==> src/core/bsle_pkg.sv <==
package bsle_pkg;

   // ----------------------------------------------------------------
   // operations handed to the executer
   // ----------------------------------------------------------------
   typedef enum logic [5:0]
   {
      OP_COMPARE_SKIP_EQUAL = 6'h00,
      OP_COMPARE_REGS = 6'h01,
      OP_COMPARE_REGS_WITH_CARRY = 6'h02,
      OP_COMPARE_IMMEDIATE = 6'h03,
      OP_SKIP_REG_BIT_CLEAR = 6'h04,
      OP_SKIP_REG_BIT_SET = 6'h05,
      OP_SKIP_IO_BIT_CLEAR = 6'h06,
      OP_SKIP_IO_BIT_SET = 6'h07,
      OP_BRANCH_FLAG_SET = 6'h08,
      OP_BRANCH_FLAG_CLEAR = 6'h09,
      OP_BRANCH_EQUAL = 6'h0a,
      OP_BRANCH_NOT_EQUAL = 6'h0b,
      OP_BRANCH_CARRY_SET = 6'h0c,
      OP_BRANCH_CARRY_CLEAR = 6'h0d,
      OP_BRANCH_SAME_OR_HIGHER = 6'h0e,
      OP_BRANCH_LOWER = 6'h0f,
      OP_BRANCH_MINUS = 6'h10,
      OP_BRANCH_PLUS = 6'h11,
      OP_BRANCH_SIGNED_GE = 6'h12,
      OP_BRANCH_SIGNED_LT = 6'h13,
      OP_BRANCH_HALF_CARRY_SET = 6'h14,
      OP_BRANCH_HALF_CARRY_CLEAR = 6'h15,
      OP_BRANCH_TBIT_SET = 6'h16,
      OP_BRANCH_TBIT_CLEAR = 6'h17,
      OP_BRANCH_OVERFLOW_SET = 6'h18,
      OP_BRANCH_OVERFLOW_CLEAR = 6'h19,
      OP_BRANCH_IRQ_ENABLED = 6'h1a,
      OP_BRANCH_IRQ_DISABLED = 6'h1b,
      OP_DIRECT_BYTE_FETCH = 6'h1c,
      OP_POINTER_BYTE_FETCH = 6'h1d,
      OP_POINTER_FETCH_INC = 6'h1e,
      OP_POINTER_FETCH_DEC = 6'h1f,
      OP_ABSOLUTE_CALL = 6'h20,
      OP_SUBROUTINE_EXIT = 6'h21,
      OP_INTERRUPT_EXIT = 6'h22
   } bsle_op_t;

   typedef enum logic [1:0]
   {
      ST_IDLE = 2'b00,
      ST_EXEC = 2'b01,
      ST_WB = 2'b10
   } bsle_state_t;

   // ----------------------------------------------------------------
   // status flag positions and reset values
   // ----------------------------------------------------------------
   localparam int FLG_C = 0;
   localparam int FLG_Z = 1;
   localparam int FLG_N = 2;
   localparam int FLG_V = 3;
   localparam int FLG_S = 4;
   localparam int FLG_H = 5;
   localparam int FLG_T = 6;
   localparam int FLG_I = 7;
   localparam logic [7:0] STATUS_FLAGS_REGISTER_RESET = 8'h00;
   localparam logic [15:0] PC_RESET = 16'h0000;
   localparam logic [15:0] SP_RESET = 16'h0fff;
   localparam logic [15:0] IO_BASE = 16'h0000;

   // ----------------------------------------------------------------
   // pointer pairs: low byte register index
   // ----------------------------------------------------------------
   localparam logic [1:0] PTR_SEL_X = 2'h0;
   localparam logic [1:0] PTR_SEL_Y = 2'h1;
   localparam logic [4:0] PTR_X_LO = 5'h1a;
   localparam logic [4:0] PTR_Y_LO = 5'h1c;
   localparam logic [4:0] PTR_Z_LO = 5'h1e;

   // ----------------------------------------------------------------
   // cycle counts
   // ----------------------------------------------------------------
   localparam logic [2:0] CYC_ONE = 3'h1;
   localparam logic [2:0] CYC_TWO = 3'h2;
   localparam logic [2:0] CYC_THREE = 3'h3;
   localparam logic [2:0] CYC_FOUR = 3'h4;
   localparam logic [2:0] CYC_CALL = 3'h3;
   localparam logic [2:0] CYC_EXIT = 3'h4;

   // ----------------------------------------------------------------
   // compare: difference flags, nothing written back
   // ----------------------------------------------------------------
   function automatic logic [7:0] cmp_flags(input logic [7:0] d,
      input logic [7:0] r, input logic cin, input logic chain,
      input logic [7:0] sr);
      logic [7:0] res;
      logic [7:0] f;
      res = d - r - {7'h00, cin};
      f = sr;
      f[FLG_H] = (~d[3] & r[3]) | (r[3] & res[3]) | (res[3] & ~d[3]);
      f[FLG_C] = (~d[7] & r[7]) | (r[7] & res[7]) | (res[7] & ~d[7]);
      f[FLG_V] = (d[7] & ~r[7] & ~res[7]) | (~d[7] & r[7] & res[7]);
      f[FLG_N] = res[7];
      f[FLG_S] = res[7] ^ f[FLG_V];
      f[FLG_Z] = (res == 8'h00) & (~chain | sr[FLG_Z]);
      return f;
   endfunction

   function automatic logic is_branch(input bsle_op_t op);
      return (op >= OP_BRANCH_FLAG_SET) && (op <= OP_BRANCH_IRQ_DISABLED);
   endfunction

   function automatic logic branch_cond(input bsle_op_t op,
      input logic [2:0] s, input logic [7:0] sr);
      logic v;
      v = 1'b0;
      case (op)
         OP_BRANCH_FLAG_SET: v = sr[s];
         OP_BRANCH_FLAG_CLEAR: v = ~sr[s];
         OP_BRANCH_EQUAL: v = sr[FLG_Z];
         OP_BRANCH_NOT_EQUAL: v = ~sr[FLG_Z];
         OP_BRANCH_CARRY_SET: v = sr[FLG_C];
         OP_BRANCH_LOWER: v = sr[FLG_C];
         OP_BRANCH_CARRY_CLEAR: v = ~sr[FLG_C];
         OP_BRANCH_SAME_OR_HIGHER: v = ~sr[FLG_C];
         OP_BRANCH_MINUS: v = sr[FLG_N];
         OP_BRANCH_PLUS: v = ~sr[FLG_N];
         OP_BRANCH_SIGNED_GE: v = ~(sr[FLG_N] ^ sr[FLG_V]);
         OP_BRANCH_SIGNED_LT: v = sr[FLG_N] ^ sr[FLG_V];
         OP_BRANCH_HALF_CARRY_SET: v = sr[FLG_H];
         OP_BRANCH_HALF_CARRY_CLEAR: v = ~sr[FLG_H];
         OP_BRANCH_TBIT_SET: v = sr[FLG_T];
         OP_BRANCH_TBIT_CLEAR: v = ~sr[FLG_T];
         OP_BRANCH_OVERFLOW_SET: v = sr[FLG_V];
         OP_BRANCH_OVERFLOW_CLEAR: v = ~sr[FLG_V];
         OP_BRANCH_IRQ_ENABLED: v = sr[FLG_I];
         OP_BRANCH_IRQ_DISABLED: v = ~sr[FLG_I];
         default: v = 1'b0;
      endcase
      return v;
   endfunction

endpackage

==> src/core/bsle_regfile.sv <==
`timescale 1ns/1ps
module bsle_regfile (
   // clock and reset
   input wire logic core_clk,
   input wire logic nrst,
   // read ports
   input wire logic rd_en,
   input wire logic [4:0] ra_addr,
   input wire logic [4:0] rb_addr,
   output logic [7:0] ra_q,
   output logic [7:0] rb_q,
   // byte write
   input wire logic wa_en,
   input wire logic [4:0] wa_addr,
   input wire logic [7:0] wa_data,
   // pair write, even index
   input wire logic wb_en,
   input wire logic [3:0] wb_pair,
   input wire logic [15:0] wb_data
);

   logic [7:0] mem [0:31];

   always_ff @(posedge core_clk)
   begin
      if (wa_en)
      begin
         mem[wa_addr] <= wa_data;
      end
      if (wb_en)
      begin
         mem[{wb_pair, 1'b0}] <= wb_data[7:0];
         mem[{wb_pair, 1'b1}] <= wb_data[15:8];
      end
   end

   always_ff @(posedge core_clk or negedge nrst)
   begin
      if (!nrst)
      begin
         ra_q <= 8'h00;
         rb_q <= 8'h00;
      end
      else if (rd_en)
      begin
         ra_q <= mem[ra_addr];
         rb_q <= mem[rb_addr];
      end
   end

endmodule // bsle_regfile

==> src/core/bsle_core.sv <==
// Contract
// - equal registers skip next instruction, no flags
// - compares set six flags, no writeback
// - register bit test skips next instruction
// - io bit test skips, two to four cycles
// - generic flag branch to pc plus k plus one
// - signed branches use negative xor overflow
// - unsigned and carry branches test carry
// - half carry branches test half carry
// - t flag branches test transfer bit
// - overflow branches test overflow flag
// - interrupt branches test global enable
// - direct load copies byte in two cycles
// - post increment load reads then increments
// - pre decrement load decrements then reads
`timescale 1ns/1ps
module bsle_core (
   // clock and reset
   input wire logic core_clk,
   input wire logic nrst,
   // instruction issue
   input wire logic instr_valid,
   input wire logic [5:0] instr_op,
   input wire logic [4:0] instr_d,
   input wire logic [4:0] instr_r,
   input wire logic [7:0] instr_imm,
   input wire logic [2:0] instr_bit,
   input wire logic [6:0] instr_k,
   input wire logic [15:0] instr_addr,
   input wire logic [1:0] instr_ptr,
   input wire logic next_two_word,
   output logic instr_ready_q,
   output logic done_q,
   // state view
   output logic [15:0] pc_q,
   output logic [7:0] status_flags_register_q,
   // preload while idle
   input wire logic ext_wr_en,
   input wire logic [4:0] ext_wr_addr,
   input wire logic [7:0] ext_wr_data,
   input wire logic status_flags_register_wr_en,
   input wire logic [7:0] status_flags_register_wr_data,
   // data and io space
   output logic [15:0] dbus_addr_q,
   output logic dbus_rd_q,
   input wire logic [7:0] dbus_rdata
);

   // ----------------------------------------------------------------
   // state
   // ----------------------------------------------------------------
   bsle_pkg::bsle_state_t state_q;
   bsle_pkg::bsle_op_t op_q;
   logic [2:0] cnt_q;
   logic take_q;
   logic two_q;
   logic [4:0] d_q;
   logic [7:0] imm_q;
   logic [2:0] bit_q;
   logic [6:0] k_q;
   logic [15:0] addr_q;
   logic [15:0] sp_q;
   logic [7:0] hi_q;
   logic [7:0] ra_q;
   logic [7:0] rb_q;
   logic accept;
   logic [4:0] ptr_lo;
   logic ptr_op;
   logic [15:0] ptr;
   logic dec_now;
   logic cond;
   logic take;
   logic [2:0] len;
   logic last;
   logic wa_en;
   logic [4:0] wa_addr;
   logic [7:0] wa_data;
   logic wb_en;
   logic [15:0] wb_data;

   assign accept = instr_valid & instr_ready_q;
   assign ptr_lo = (instr_ptr == bsle_pkg::PTR_SEL_X) ? bsle_pkg::PTR_X_LO :
      (instr_ptr == bsle_pkg::PTR_SEL_Y) ? bsle_pkg::PTR_Y_LO :
      bsle_pkg::PTR_Z_LO;
   assign ptr_op = (instr_op >= 6'h1d) && (instr_op <= 6'h1f);
   assign ptr = {rb_q, ra_q};

   // ----------------------------------------------------------------
   // register file
   // ----------------------------------------------------------------
   bsle_regfile u_rf (
      .core_clk(core_clk),
      .nrst(nrst),
      .rd_en(accept),
      .ra_addr(ptr_op ? ptr_lo : instr_d),
      .rb_addr(ptr_op ? ptr_lo + 5'h01 : instr_r),
      .ra_q(ra_q),
      .rb_q(rb_q),
      .wa_en(wa_en),
      .wa_addr(wa_addr),
      .wa_data(wa_data),
      .wb_en(wb_en),
      .wb_pair(addr_q[4:1]),
      .wb_data(wb_data)
   );

   // ----------------------------------------------------------------
   // decision and length
   // ----------------------------------------------------------------
   always_comb
   begin
      dec_now = (cnt_q == 3'h0);
      cond = 1'b0;
      len = bsle_pkg::CYC_ONE;
      case (op_q)
         bsle_pkg::OP_COMPARE_SKIP_EQUAL: cond = (ra_q == rb_q);
         bsle_pkg::OP_SKIP_REG_BIT_CLEAR: cond = ~rb_q[bit_q];
         bsle_pkg::OP_SKIP_REG_BIT_SET: cond = rb_q[bit_q];
         bsle_pkg::OP_SKIP_IO_BIT_CLEAR:
         begin
            dec_now = (cnt_q == 3'h1);
            cond = ~dbus_rdata[bit_q];
         end
         bsle_pkg::OP_SKIP_IO_BIT_SET:
         begin
            dec_now = (cnt_q == 3'h1);
            cond = dbus_rdata[bit_q];
         end
         default:
         begin
            cond = bsle_pkg::branch_cond(op_q, bit_q, status_flags_register_q);
         end
      endcase
      take = dec_now ? cond : take_q;
      if (op_q <= bsle_pkg::OP_SKIP_REG_BIT_SET)
      begin
         if (op_q == bsle_pkg::OP_COMPARE_SKIP_EQUAL ||
             op_q >= bsle_pkg::OP_SKIP_REG_BIT_CLEAR)
         begin
            len = !take ? bsle_pkg::CYC_ONE :
               two_q ? bsle_pkg::CYC_THREE : bsle_pkg::CYC_TWO;
         end
      end
      else if (op_q <= bsle_pkg::OP_SKIP_IO_BIT_SET)
      begin
         len = !take ? bsle_pkg::CYC_TWO :
            two_q ? bsle_pkg::CYC_FOUR : bsle_pkg::CYC_THREE;
      end
      else if (bsle_pkg::is_branch(op_q))
      begin
         len = take ? bsle_pkg::CYC_TWO : bsle_pkg::CYC_ONE;
      end
      else if (op_q == bsle_pkg::OP_DIRECT_BYTE_FETCH)
      begin
         len = bsle_pkg::CYC_TWO;
      end
      else if (op_q == bsle_pkg::OP_POINTER_FETCH_DEC)
      begin
         len = bsle_pkg::CYC_TWO;
      end
      else if (op_q == bsle_pkg::OP_ABSOLUTE_CALL)
      begin
         len = bsle_pkg::CYC_CALL;
      end
      else if (op_q >= bsle_pkg::OP_SUBROUTINE_EXIT)
      begin
         len = bsle_pkg::CYC_EXIT;
      end
      last = (state_q == bsle_pkg::ST_EXEC) && (cnt_q == len - 3'h1);
   end

   // ----------------------------------------------------------------
   // sequencing
   // ----------------------------------------------------------------
   always_ff @(posedge core_clk or negedge nrst)
   begin
      if (!nrst)
      begin
         state_q <= bsle_pkg::ST_IDLE;
         cnt_q <= 3'h0;
         instr_ready_q <= 1'b1;
         done_q <= 1'b0;
         take_q <= 1'b0;
      end
      else
      begin
         done_q <= 1'b0;
         case (state_q)
            bsle_pkg::ST_IDLE:
            begin
               if (accept)
               begin
                  state_q <= bsle_pkg::ST_EXEC;
                  instr_ready_q <= 1'b0;
                  cnt_q <= 3'h0;
               end
            end
            bsle_pkg::ST_EXEC:
            begin
               if (dec_now)
               begin
                  take_q <= cond;
               end
               cnt_q <= cnt_q + 3'h1;
               if (last)
               begin
                  if (op_q == bsle_pkg::OP_POINTER_BYTE_FETCH ||
                      op_q == bsle_pkg::OP_POINTER_FETCH_INC ||
                      op_q == bsle_pkg::OP_POINTER_FETCH_DEC)
                  begin
                     state_q <= bsle_pkg::ST_WB;
                  end
                  else
                  begin
                     state_q <= bsle_pkg::ST_IDLE;
                     instr_ready_q <= 1'b1;
                     done_q <= 1'b1;
                  end
               end
            end
            default:
            begin
               state_q <= bsle_pkg::ST_IDLE;
               instr_ready_q <= 1'b1;
               done_q <= 1'b1;
            end
         endcase
      end
   end

   // ----------------------------------------------------------------
   // operand capture
   // ----------------------------------------------------------------
   always_ff @(posedge core_clk or negedge nrst)
   begin
      if (!nrst)
      begin
         op_q <= bsle_pkg::OP_COMPARE_REGS;
         two_q <= 1'b0;
         d_q <= 5'h00;
         imm_q <= 8'h00;
         bit_q <= 3'h0;
         k_q <= 7'h00;
         addr_q <= 16'h0000;
      end
      else if (accept)
      begin
         op_q <= bsle_pkg::bsle_op_t'(instr_op);
         two_q <= next_two_word;
         d_q <= instr_d;
         imm_q <= instr_imm;
         bit_q <= instr_bit;
         k_q <= instr_k;
         addr_q <= ptr_op ? {11'h000, ptr_lo} : instr_addr;
      end
   end

   // ----------------------------------------------------------------
   // program counter and stack
   // ----------------------------------------------------------------
   always_ff @(posedge core_clk or negedge nrst)
   begin
      if (!nrst)
      begin
         pc_q <= bsle_pkg::PC_RESET;
         sp_q <= bsle_pkg::SP_RESET;
         hi_q <= 8'h00;
      end
      else if (state_q == bsle_pkg::ST_EXEC)
      begin
         if (op_q >= bsle_pkg::OP_SUBROUTINE_EXIT && cnt_q == 3'h2)
         begin
            hi_q <= dbus_rdata;
         end
         if (last)
         begin
            if (op_q <= bsle_pkg::OP_SKIP_IO_BIT_SET)
            begin
               if (op_q == bsle_pkg::OP_COMPARE_SKIP_EQUAL ||
                   op_q >= bsle_pkg::OP_SKIP_REG_BIT_CLEAR)
               begin
                  pc_q <= pc_q + (!take ? 16'h0001 :
                     two_q ? 16'h0003 : 16'h0002);
               end
               else
               begin
                  pc_q <= pc_q + 16'h0001;
               end
            end
            else if (bsle_pkg::is_branch(op_q))
            begin
               pc_q <= take ? pc_q + {{9{k_q[6]}}, k_q} + 16'h0001 :
                  pc_q + 16'h0001;
            end
            else if (op_q == bsle_pkg::OP_DIRECT_BYTE_FETCH)
            begin
               pc_q <= pc_q + 16'h0002;
            end
            else if (op_q == bsle_pkg::OP_ABSOLUTE_CALL)
            begin
               pc_q <= addr_q;
            end
            else if (op_q >= bsle_pkg::OP_SUBROUTINE_EXIT)
            begin
               pc_q <= {hi_q, dbus_rdata};
               sp_q <= sp_q + 16'h0002;
            end
            else
            begin
               pc_q <= pc_q + 16'h0001;
            end
         end
      end
   end

   // ----------------------------------------------------------------
   // status flags
   // ----------------------------------------------------------------
   always_ff @(posedge core_clk or negedge nrst)
   begin
      if (!nrst)
      begin
         status_flags_register_q <= bsle_pkg::STATUS_FLAGS_REGISTER_RESET;
      end
      else if (state_q == bsle_pkg::ST_IDLE)
      begin
         if (status_flags_register_wr_en)
         begin
            status_flags_register_q <= status_flags_register_wr_data;
         end
      end
      else if (state_q == bsle_pkg::ST_EXEC)
      begin
         if (op_q == bsle_pkg::OP_COMPARE_REGS)
         begin
            status_flags_register_q <= bsle_pkg::cmp_flags(ra_q, rb_q, 1'b0, 1'b0,
               status_flags_register_q);
         end
         else if (op_q == bsle_pkg::OP_COMPARE_REGS_WITH_CARRY)
         begin
            status_flags_register_q <= bsle_pkg::cmp_flags(ra_q, rb_q,
               status_flags_register_q[bsle_pkg::FLG_C], 1'b1, status_flags_register_q);
         end
         else if (op_q == bsle_pkg::OP_COMPARE_IMMEDIATE)
         begin
            status_flags_register_q <= bsle_pkg::cmp_flags(ra_q, imm_q, 1'b0, 1'b0,
               status_flags_register_q);
         end
         else if (op_q == bsle_pkg::OP_INTERRUPT_EXIT && last)
         begin
            status_flags_register_q[bsle_pkg::FLG_I] <= 1'b1;
         end
      end
   end

   // ----------------------------------------------------------------
   // data space reads
   // ----------------------------------------------------------------
   always_ff @(posedge core_clk or negedge nrst)
   begin
      if (!nrst)
      begin
         dbus_addr_q <= 16'h0000;
         dbus_rd_q <= 1'b0;
      end
      else
      begin
         dbus_rd_q <= 1'b0;
         if (state_q == bsle_pkg::ST_EXEC && cnt_q == 3'h0)
         begin
            if (op_q == bsle_pkg::OP_SKIP_IO_BIT_CLEAR ||
                op_q == bsle_pkg::OP_SKIP_IO_BIT_SET)
            begin
               dbus_addr_q <= bsle_pkg::IO_BASE + addr_q;
               dbus_rd_q <= 1'b1;
            end
            else if (op_q == bsle_pkg::OP_DIRECT_BYTE_FETCH)
            begin
               dbus_addr_q <= addr_q;
               dbus_rd_q <= 1'b1;
            end
            else if (op_q == bsle_pkg::OP_POINTER_BYTE_FETCH ||
                     op_q == bsle_pkg::OP_POINTER_FETCH_INC)
            begin
               dbus_addr_q <= ptr;
               dbus_rd_q <= 1'b1;
            end
         end
         else if (state_q == bsle_pkg::ST_EXEC && cnt_q == 3'h1)
         begin
            if (op_q == bsle_pkg::OP_POINTER_FETCH_DEC)
            begin
               dbus_addr_q <= ptr - 16'h0001;
               dbus_rd_q <= 1'b1;
            end
            else if (op_q >= bsle_pkg::OP_SUBROUTINE_EXIT)
            begin
               dbus_addr_q <= sp_q + 16'h0001;
               dbus_rd_q <= 1'b1;
            end
         end
         else if (state_q == bsle_pkg::ST_EXEC && cnt_q == 3'h2 &&
                  op_q >= bsle_pkg::OP_SUBROUTINE_EXIT)
         begin
            // low byte read lands on the last exec edge
            dbus_addr_q <= sp_q + 16'h0002;
            dbus_rd_q <= 1'b1;
         end
      end
   end

   // ----------------------------------------------------------------
   // register writes
   // ----------------------------------------------------------------
   always_comb
   begin
      wa_en = 1'b0;
      wa_addr = d_q;
      wa_data = dbus_rdata;
      wb_en = 1'b0;
      wb_data = ptr + 16'h0001;
      if (state_q == bsle_pkg::ST_IDLE)
      begin
         wa_en = ext_wr_en & ~accept;
         wa_addr = ext_wr_addr;
         wa_data = ext_wr_data;
      end
      else if (state_q == bsle_pkg::ST_WB)
      begin
         wa_en = 1'b1;
      end
      else if (op_q == bsle_pkg::OP_DIRECT_BYTE_FETCH && cnt_q == 3'h1)
      begin
         wa_en = 1'b1;
      end
      else if (op_q == bsle_pkg::OP_POINTER_FETCH_INC && cnt_q == 3'h0)
      begin
         wb_en = 1'b1;
      end
      else if (op_q == bsle_pkg::OP_POINTER_FETCH_DEC && cnt_q == 3'h0)
      begin
         wb_en = 1'b1;
         wb_data = ptr - 16'h0001;
      end
   end

endmodule // bsle_core

==> config.mk <==
export PLATFORM = sky130hd
export DESIGN_NAME = bsle_core
export DESIGN_NICKNAME = d
export VERILOG_FILES = /design/src/core/bsle_pkg.sv /design/src/core/bsle_regfile.sv /design/src/core/bsle_core.sv
export SDC_FILE = /design/constraint.sdc
export NUM_CORES = 1
export LEC_CHECK = 0
export BUFFER_PORTS_ARGS = -buffer_cell sky130_fd_sc_hd__buf_4
export CAP_MARGIN = 30
export CORE_MARGIN = 5
export CORE_UTILIZATION = 35
export CTS_CLUSTER_DIAMETER = 80
export CTS_CLUSTER_SIZE = 28
export DETAILED_ROUTE_END_ITERATION = 8
export PLACE_DENSITY = 0.53
export SYNTH_ARGS = -nofsm -noshare
export SYNTH_HDL_FRONTEND = slang
export SYNTH_SLANG_ARGS = --single-unit
==> constraint.sdc <==
create_clock -name core_clk -period 15.73 [get_ports core_clk]
set_input_delay 3.146 -clock core_clk [delete_from_list [all_inputs] [get_ports core_clk]]
set_output_delay 3.146 -clock core_clk [all_outputs]
set_load 0.01 [all_outputs]
==> impl_metrics.yaml, run 1 <==
placement:
  gp_congestion: 0.917
  port_buffers: 129
  dp.cells: 3465
  dp_hpwl_um: 68000
timing:
  fin_tns_setup_ns: 0
  setup_viol: 0
  tightest_slew_ns: 1.06
  timing.fmax_mhz: 123
  period_minus_slack_ns: 8.12
  rsz0062_at_grt: "no"
  slew_headroom_pct: 29.3
  period_share_pct: 51.6
  final-hold-violation-count: 0
  hold_ws_ns: 0.509
  slew_violations: 0
  clock_skew_ns: 0.0523
floorplanning:
  coreArea_sq_um: 72600
  dieArea_sq_um: 78400
  io_pins: 130
  std_cell_rows: 99
  start_util_pct: 35.2
  die_y_um: 280
  fp.dieW_um: 280
final_layout:
  mostFrequentLayoutCells: "nand2_1, o21ai_0, edfxtp_1"
  syn_to_final_growth_pct: 12.3
  nNetsFinal: 2681
  final_cell_count_no_fill: 3518
  fin_util_pct: 39.5
  layout-drive-gt1-share_pct: 18.9
  mostFrequentLayoutCell: "nand2_1"
  n_antenna_cell: 0
detailed_routing:
  via_per_inst: 6.11
  ant_nets: 0
  wl_per_cell_um: 27.2
  first_iter_violations: 2555
  drt_wl_total_um: 95600
  route.detailed.drc: 0
  vias: 21500
  dr.pass1.iters: 6
pwr:
  p_clk_share_pct: 16.9
  ir_drop_mv: 0.136
  p_total_mw: 5.02
  internal_power_mw: 2.64
  p_comb_share_pct: 50.6
  power_density_nw_per_um2: 175
  leakage_nw: 10.6
  swShare_pct: 47.3
  switching_power_mw: 2.38
  p_seq_share_pct: 32.5
critical_path:
  cp-endpoint: "sp_q[2]"
  worst_ep_required_time_ns: 16.26
  crit_path_cell_trace: "buf_4 > mux4_2 > mux2i_1 > mux2i_1 > or2_0 > o31ai_4 > inv_2 > nand3_1 > o21ai_0 > a221o_1 > nand2_1 > ha_1 > xor2_1 > nand2_1 > a21oi_1 > a22o_1 > o211ai_1 > or4b_1 > mux2i_4 > buf_4 > nand2_1 > mux2_1"
  crit_start: "dbus_rdata[7]"
  cp_max_fo: 49
  path_common_cell: "nand2_1"
  ff2ff_path_depth: 21
  r2r_end: "sp_q[2]"
  r2r-start: "op_q[3]"
  path_class: "in2reg"
  cp-end-kind: "flip-flop"
  cpPeakStageDelay_ns: 0.55
  arrival_ns: 8.64
  r2r_setup_slack_ns: 9.33
  cp_slowest_cell: "or4b_1"
  start_kind: "input port"
hold_path:
  hp-class: "reg2reg"
yosys:
  synth-seq-cells: 390
  yosysSeqAreaShare_pct: 43.3
  async_flop_share_pct: 34.4
  ys_types: 88
  syn_area_per_cell_sq_um: 10.2
  synth_edf_count: 256
  netlist_area_sq_um: 25500
  syn_nets: 2654
  synth_flop_cell: "edfxtp_1"
  yosys_warnings: 0
  netlist_instances: 2510
grt:
  busiest_layer: "met2"
  gr-usage-met2_pct: 38.3
  grt_pass1_wl_um: 141000
  grt.overflow.total: 0
  met1_usage_pct: 33.6
  use_met3_pct: 2.94
  grt.total_usage_pct: 23.6
  grt_max_degree: 88
  grt_pass1_vias: 21000
  antenna_found_initial: 1
outcome:
  status: "complete, no violations"
clock_tree:
  cts_setup_buffers: 0
  cts_htree_levels: 1
  cts-buffers-inserted: 28
  cts_resized: 0
  clock_path_buffers: 3
  cts_tree: "yes"
  clk_latency_ns: 0.65
  numClockSinks: 390
  clockRootBuffer: "clkbuf_16"
  path_clk_slew_ns: 0.09
  cts.hold.buffers_added: 0
run:
  max-cap-violations: 0
==> cell type report <==
type / instances / area (sq um)
clock buffer: 28 / 701
timing repair buffer: 192 / 1550
multi-input combinational: 1875 / 13600
tap: 959 / 1200
clock inverter: 24 / 354
fill: 7198 / 43900
inverter: 50 / 188
sequential: 390 / 11100
==> routing by layer <==
layer | up-vias | wire length [um]
met5 | - | 0
met4 | 0 | 3120
met3 | 169 | 7690
met2 | 1097 | 44400
met1 | 10800 | 40400
li1 | 9440 | -
==> flip-flops by register name (all words and copies together), names as in the netlist <==
register	flops
k_q	7
u_rf.mem	256
bit_q	3
addr_q	16
two_q	1
u_rf.ra_q	8
hi_q	8
op_q	6
status_flags_register_q	8
u_rf.rb_q	8
pc_q	16
d_q	5
imm_q	8
dbus_rd_q	1
state_q	2
sp_q	15
take_q	1
done_q	1
cnt_q	3
dbus_addr_q	16
instr_ready_q	1
==> power groups by stage <==
stage	logic [mW]	registers (mW)	clock network (mW)
2_1_floorplan	1.71	1.47	0
3_3_place_gp	2.45	1.64	0
3_5_place_dp	2.49	1.65	0
4_1_cts	2.51	1.63	0.867
5_1_grt	2.75	1.66	0.903
6_report	2.54	1.63	0.849
==> synthesized netlist by cell type, drive strengths merged, types with 36 or more instances <==
library cell / n / area (sq um)
nand2: 384 / 1440
a211oi: 58 / 435
mux2i: 40 / 400
ha: 48 / 601
nand3: 50 / 250
nor2: 135 / 509
dfrtp: 121 / 3030
o21ai: 327 / 1640
a21oi: 146 / 731
xnor2: 78 / 683
buf: 36 / 168
mux4: 133 / 3000
mux2: 61 / 687
inv: 50 / 188
edfxtp: 256 / 7690
a31oi: 38 / 238
clkbuf: 159 / 597
nor3: 36 / 190
==> how the worst min path moves through the flow <==
stage | from | to | depth (start not counted)
6_report | sp_q[15] | sp_q[15] | 1
5_1_grt | sp_q[10] | sp_q[10] | 1
4_1_cts | sp_q[15] | sp_q[15] | 1
3_5_place_dp | sp_q[15] | sp_q[15] | 1
3_3_place_gp | sp_q[15] | sp_q[15] | 1
2_1_floorplan | take_q | take_q | 2
==> critical path, delay by kind of cell <==
kind / cells / cell delay, ns
compound gates: 6 / 1.24
xor+xnor: 1 / 0.18
fa+ha+maj: 1 / 0.26
simple gates: 6 / 1.38
buf+inv: 3 / 0.91
mux: 5 / 1.44
==> per-stage QoR <==
| step | cell area [sq um] | worst slack, ns |
|---|---|---|
| after floorplan | 25500 | 8.18 |
| after global placement | 27400 | 7.20 |
| after detailed placement | 27600 | 7.08 |
| after CTS | 28600 | 7.74 |
| after global routing | 28600 | 7.28 |
| final | 28600 | 7.61 |
==> cells by family after synthesis <==
| kind of cell | share of synthesized area (%) |
|---|---|
| DFF | 43.3 |
| AOI/OAI and AO/OA | 16.4 |
| xor gates and xnor gates | 3.79 |
| muxes | 16.0 |
| and+or+nand+nor | 13.7 |
| adders and majority gates | 3.06 |
| buffers and inverters | 3.73 |
Note: power is estimated with default switching activity, not from simulation.
==> run 2: changes to the inputs <==
PLACE_DENSITY = 0.55   (was 0.53)
clock period = 7.2 ns   (was 15.73 ns; I/O delays follow)
==> run 2 against run 1 <==
Compared with the run above: sequential power up 120%; combinational power up 120%; worst setup slack worse by 6.5 ns; core utilization about the same; final area about the same; sequential cell count unchanged; clock power up 120%; register-to-register slack worse by 8.1 ns; via count down 0.69%; critical path depth unchanged; cell count unchanged.
==> impl_metrics.yaml, run 2 (synthesis gave the netlist of run 1 again) <==
run:
  max-cap-violations: 0
critical_path:
  cpPeakStageDelay_ns: 0.53
  cp_max_fo: 34
  start_kind: "input port"
  path_buf_inv: 3
  path_depth: 22
  crit_path_cell_trace: "buf_4 > mux4_2 > mux2i_1 > mux2i_1 > or2_0 > o31ai_4 > inv_2 > nand3_1 > o21ai_0 > a221o_1 > nand2_1 > ha_1 > xor2_1 > nand2_1 > a21oi_1 > a22o_1 > o211ai_1 > or4b_1 > mux2i_4 > buf_12 > a21oi_1 > a221o_1"
  cp-end-kind: "flip-flop"
  ff2ff_path_depth: 21
  arrival_ns: 6.60
  worst_ep_required_time_ns: 7.69
  path_class: "in2reg"
  cp_slowest_cell: "or4b_1"
  critPathTopFamily: "compound AO/OA/AOI/OAI gates"
detailed_routing:
  route.detailed.drc: 0
  dr.pass1.iters: 6
  ant_nets: 0
  via_per_inst: 6.07
  vias: 21300
  first_iter_violations: 2464
  drt_wl_total_um: 93500
  wl_per_cell_um: 26.6
final_layout:
  design_area_sq_um: 28600
  fill_cells: 7157
  regArea_sq_um: 11100
  multi_input_area_sq_um: 13600
  top_register: "u_rf.mem"
  nNetsFinal: 2681
  final_cell_count_no_fill: 3518
  layout-drive-gt1-share_pct: 18.8
  mostFrequentLayoutCells: "nand2_1, o21ai_0, edfxtp_1"
  mostFrequentLayoutCell: "nand2_1"
  fin_util_pct: 39.4
  syn_to_final_growth_pct: 12.2
  n_antenna_cell: 0
  largest_register_ffs: 256
timing:
  setup_viol: 0
  hold_ws_ns: 0.503
  clock_skew_ns: 0.0440
  period_share_pct: 84.9
  period_minus_slack_ns: 6.11
  timing.fmax_mhz: 164
  slew_violations: 0
  rsz0062_at_grt: "no"
  tightest_slew_ns: 1.08
  fin_ws_ns: 1.09
  fin_tns_setup_ns: 0
  slew_headroom_pct: 27.3
  final-hold-violation-count: 0
clock_tree:
  cts_resized: 0
  clockRootBuffer: "clkbuf_16"
  cts_setup_buffers: 0
  clk_latency_ns: 0.63
  cts_tree: "yes"
  cts.hold.buffers_added: 0
  cts_htree_levels: 1
  cts-buffers-inserted: 28
  path_clk_slew_ns: 0.09
  numClockSinks: 390
  clock_path_buffers: 3
pwr:
  leakage_nw: 10.6
  ir_drop_mv: 0.244
  p_total_mw: 10.9
  power_density_nw_per_um2: 381
floorplanning:
  start_util_pct: 35.2
  coreArea_sq_um: 72600
  dieArea_sq_um: 78400
  std_cell_rows: 99
  fp.dieW_um: 280
  die_y_um: 280
  io_pins: 130
grt:
  grt_pass1_wl_um: 138000
  grt.total_usage_pct: 23.1
  grt_max_degree: 70
  antenna_found_initial: 2
  grt.overflow.total: 0
  grt_pass1_vias: 20800
hold_path:
  hp-class: "reg2reg"
  min_path_cells: 1
placement:
  dp_slack_ns: 0.562
  placed_cell_area_sq_um: 27600
  port_buffers: 129
  gp_congestion: 0.924
  dp_hpwl_um: 66600
  dp.cells: 3463
outcome:
  status: "complete, no violations"
-- run 2: worst reg2reg max path: stages, from the launching register on --
cell and delay (ns):
dfrtp_1 0.94, nand2_1 0.28, or4_4 0.56, a22oi_2 0.20
o211ai_2 0.21, o31ai_4 0.54, inv_2 0.11, nand3_1 0.10
o21ai_0 0.10, a221o_1 0.30, nand2_1 0.10, ha_1 0.25
xor2_1 0.18, nand2_1 0.07, a21oi_1 0.15, a22o_1 0.15
o211ai_1 0.12, or4b_1 0.53, mux2i_4 0.39, buf_12 0.25
a21oi_1 0.10, a221o_1 0.26
-- run 2: cell type report --
class / count / share of cell area [%]
Inverter: 50 / 0.656
Sequential cell: 390 / 38.6
Timing Repair Buffer: 192 / 5.45
Multi-Input combinational cell: 1875 / 47.5
Clock buffer: 29 / 2.46
Tap cell: 959 / 4.19
Clock inverter: 23 / 1.16
-- run 2: final timing paths --
kind / startpoint / slack (ns) / end
max reg2reg: op_q[1] / 1.19 / pc_q[7]
min in group asynchronous: nrst / 0.84 / k_q[4]
min: sp_q[15] / 0.50 / sp_q[15]
min reg2reg: sp_q[15] / 0.50 / sp_q[15]
max: dbus_rdata[7] / 1.09 / pc_q[7]
max in group asynchronous: nrst / 4.85 / state_q[1]
-- run 2: per-layer routing --
layer | global-route usage [%] | share of wire (%) | vias up
li1 | - | - | 9432
met1 | 31.9 | 42 | 10700
met2 | 37.5 | 46 | 1069
met3 | 4.30 | 8.8 | 160
met4 | 6.30 | 3.1 | 4
met5 | 0 | 0.029 | -
-- run 2: where the power goes --
group | switching (mW) | internal, mW
clock | 0.980 | 0.852
combinational | 3.35 | 2.11
sequential | 0.752 | 2.86
total | 5.08 | 5.82
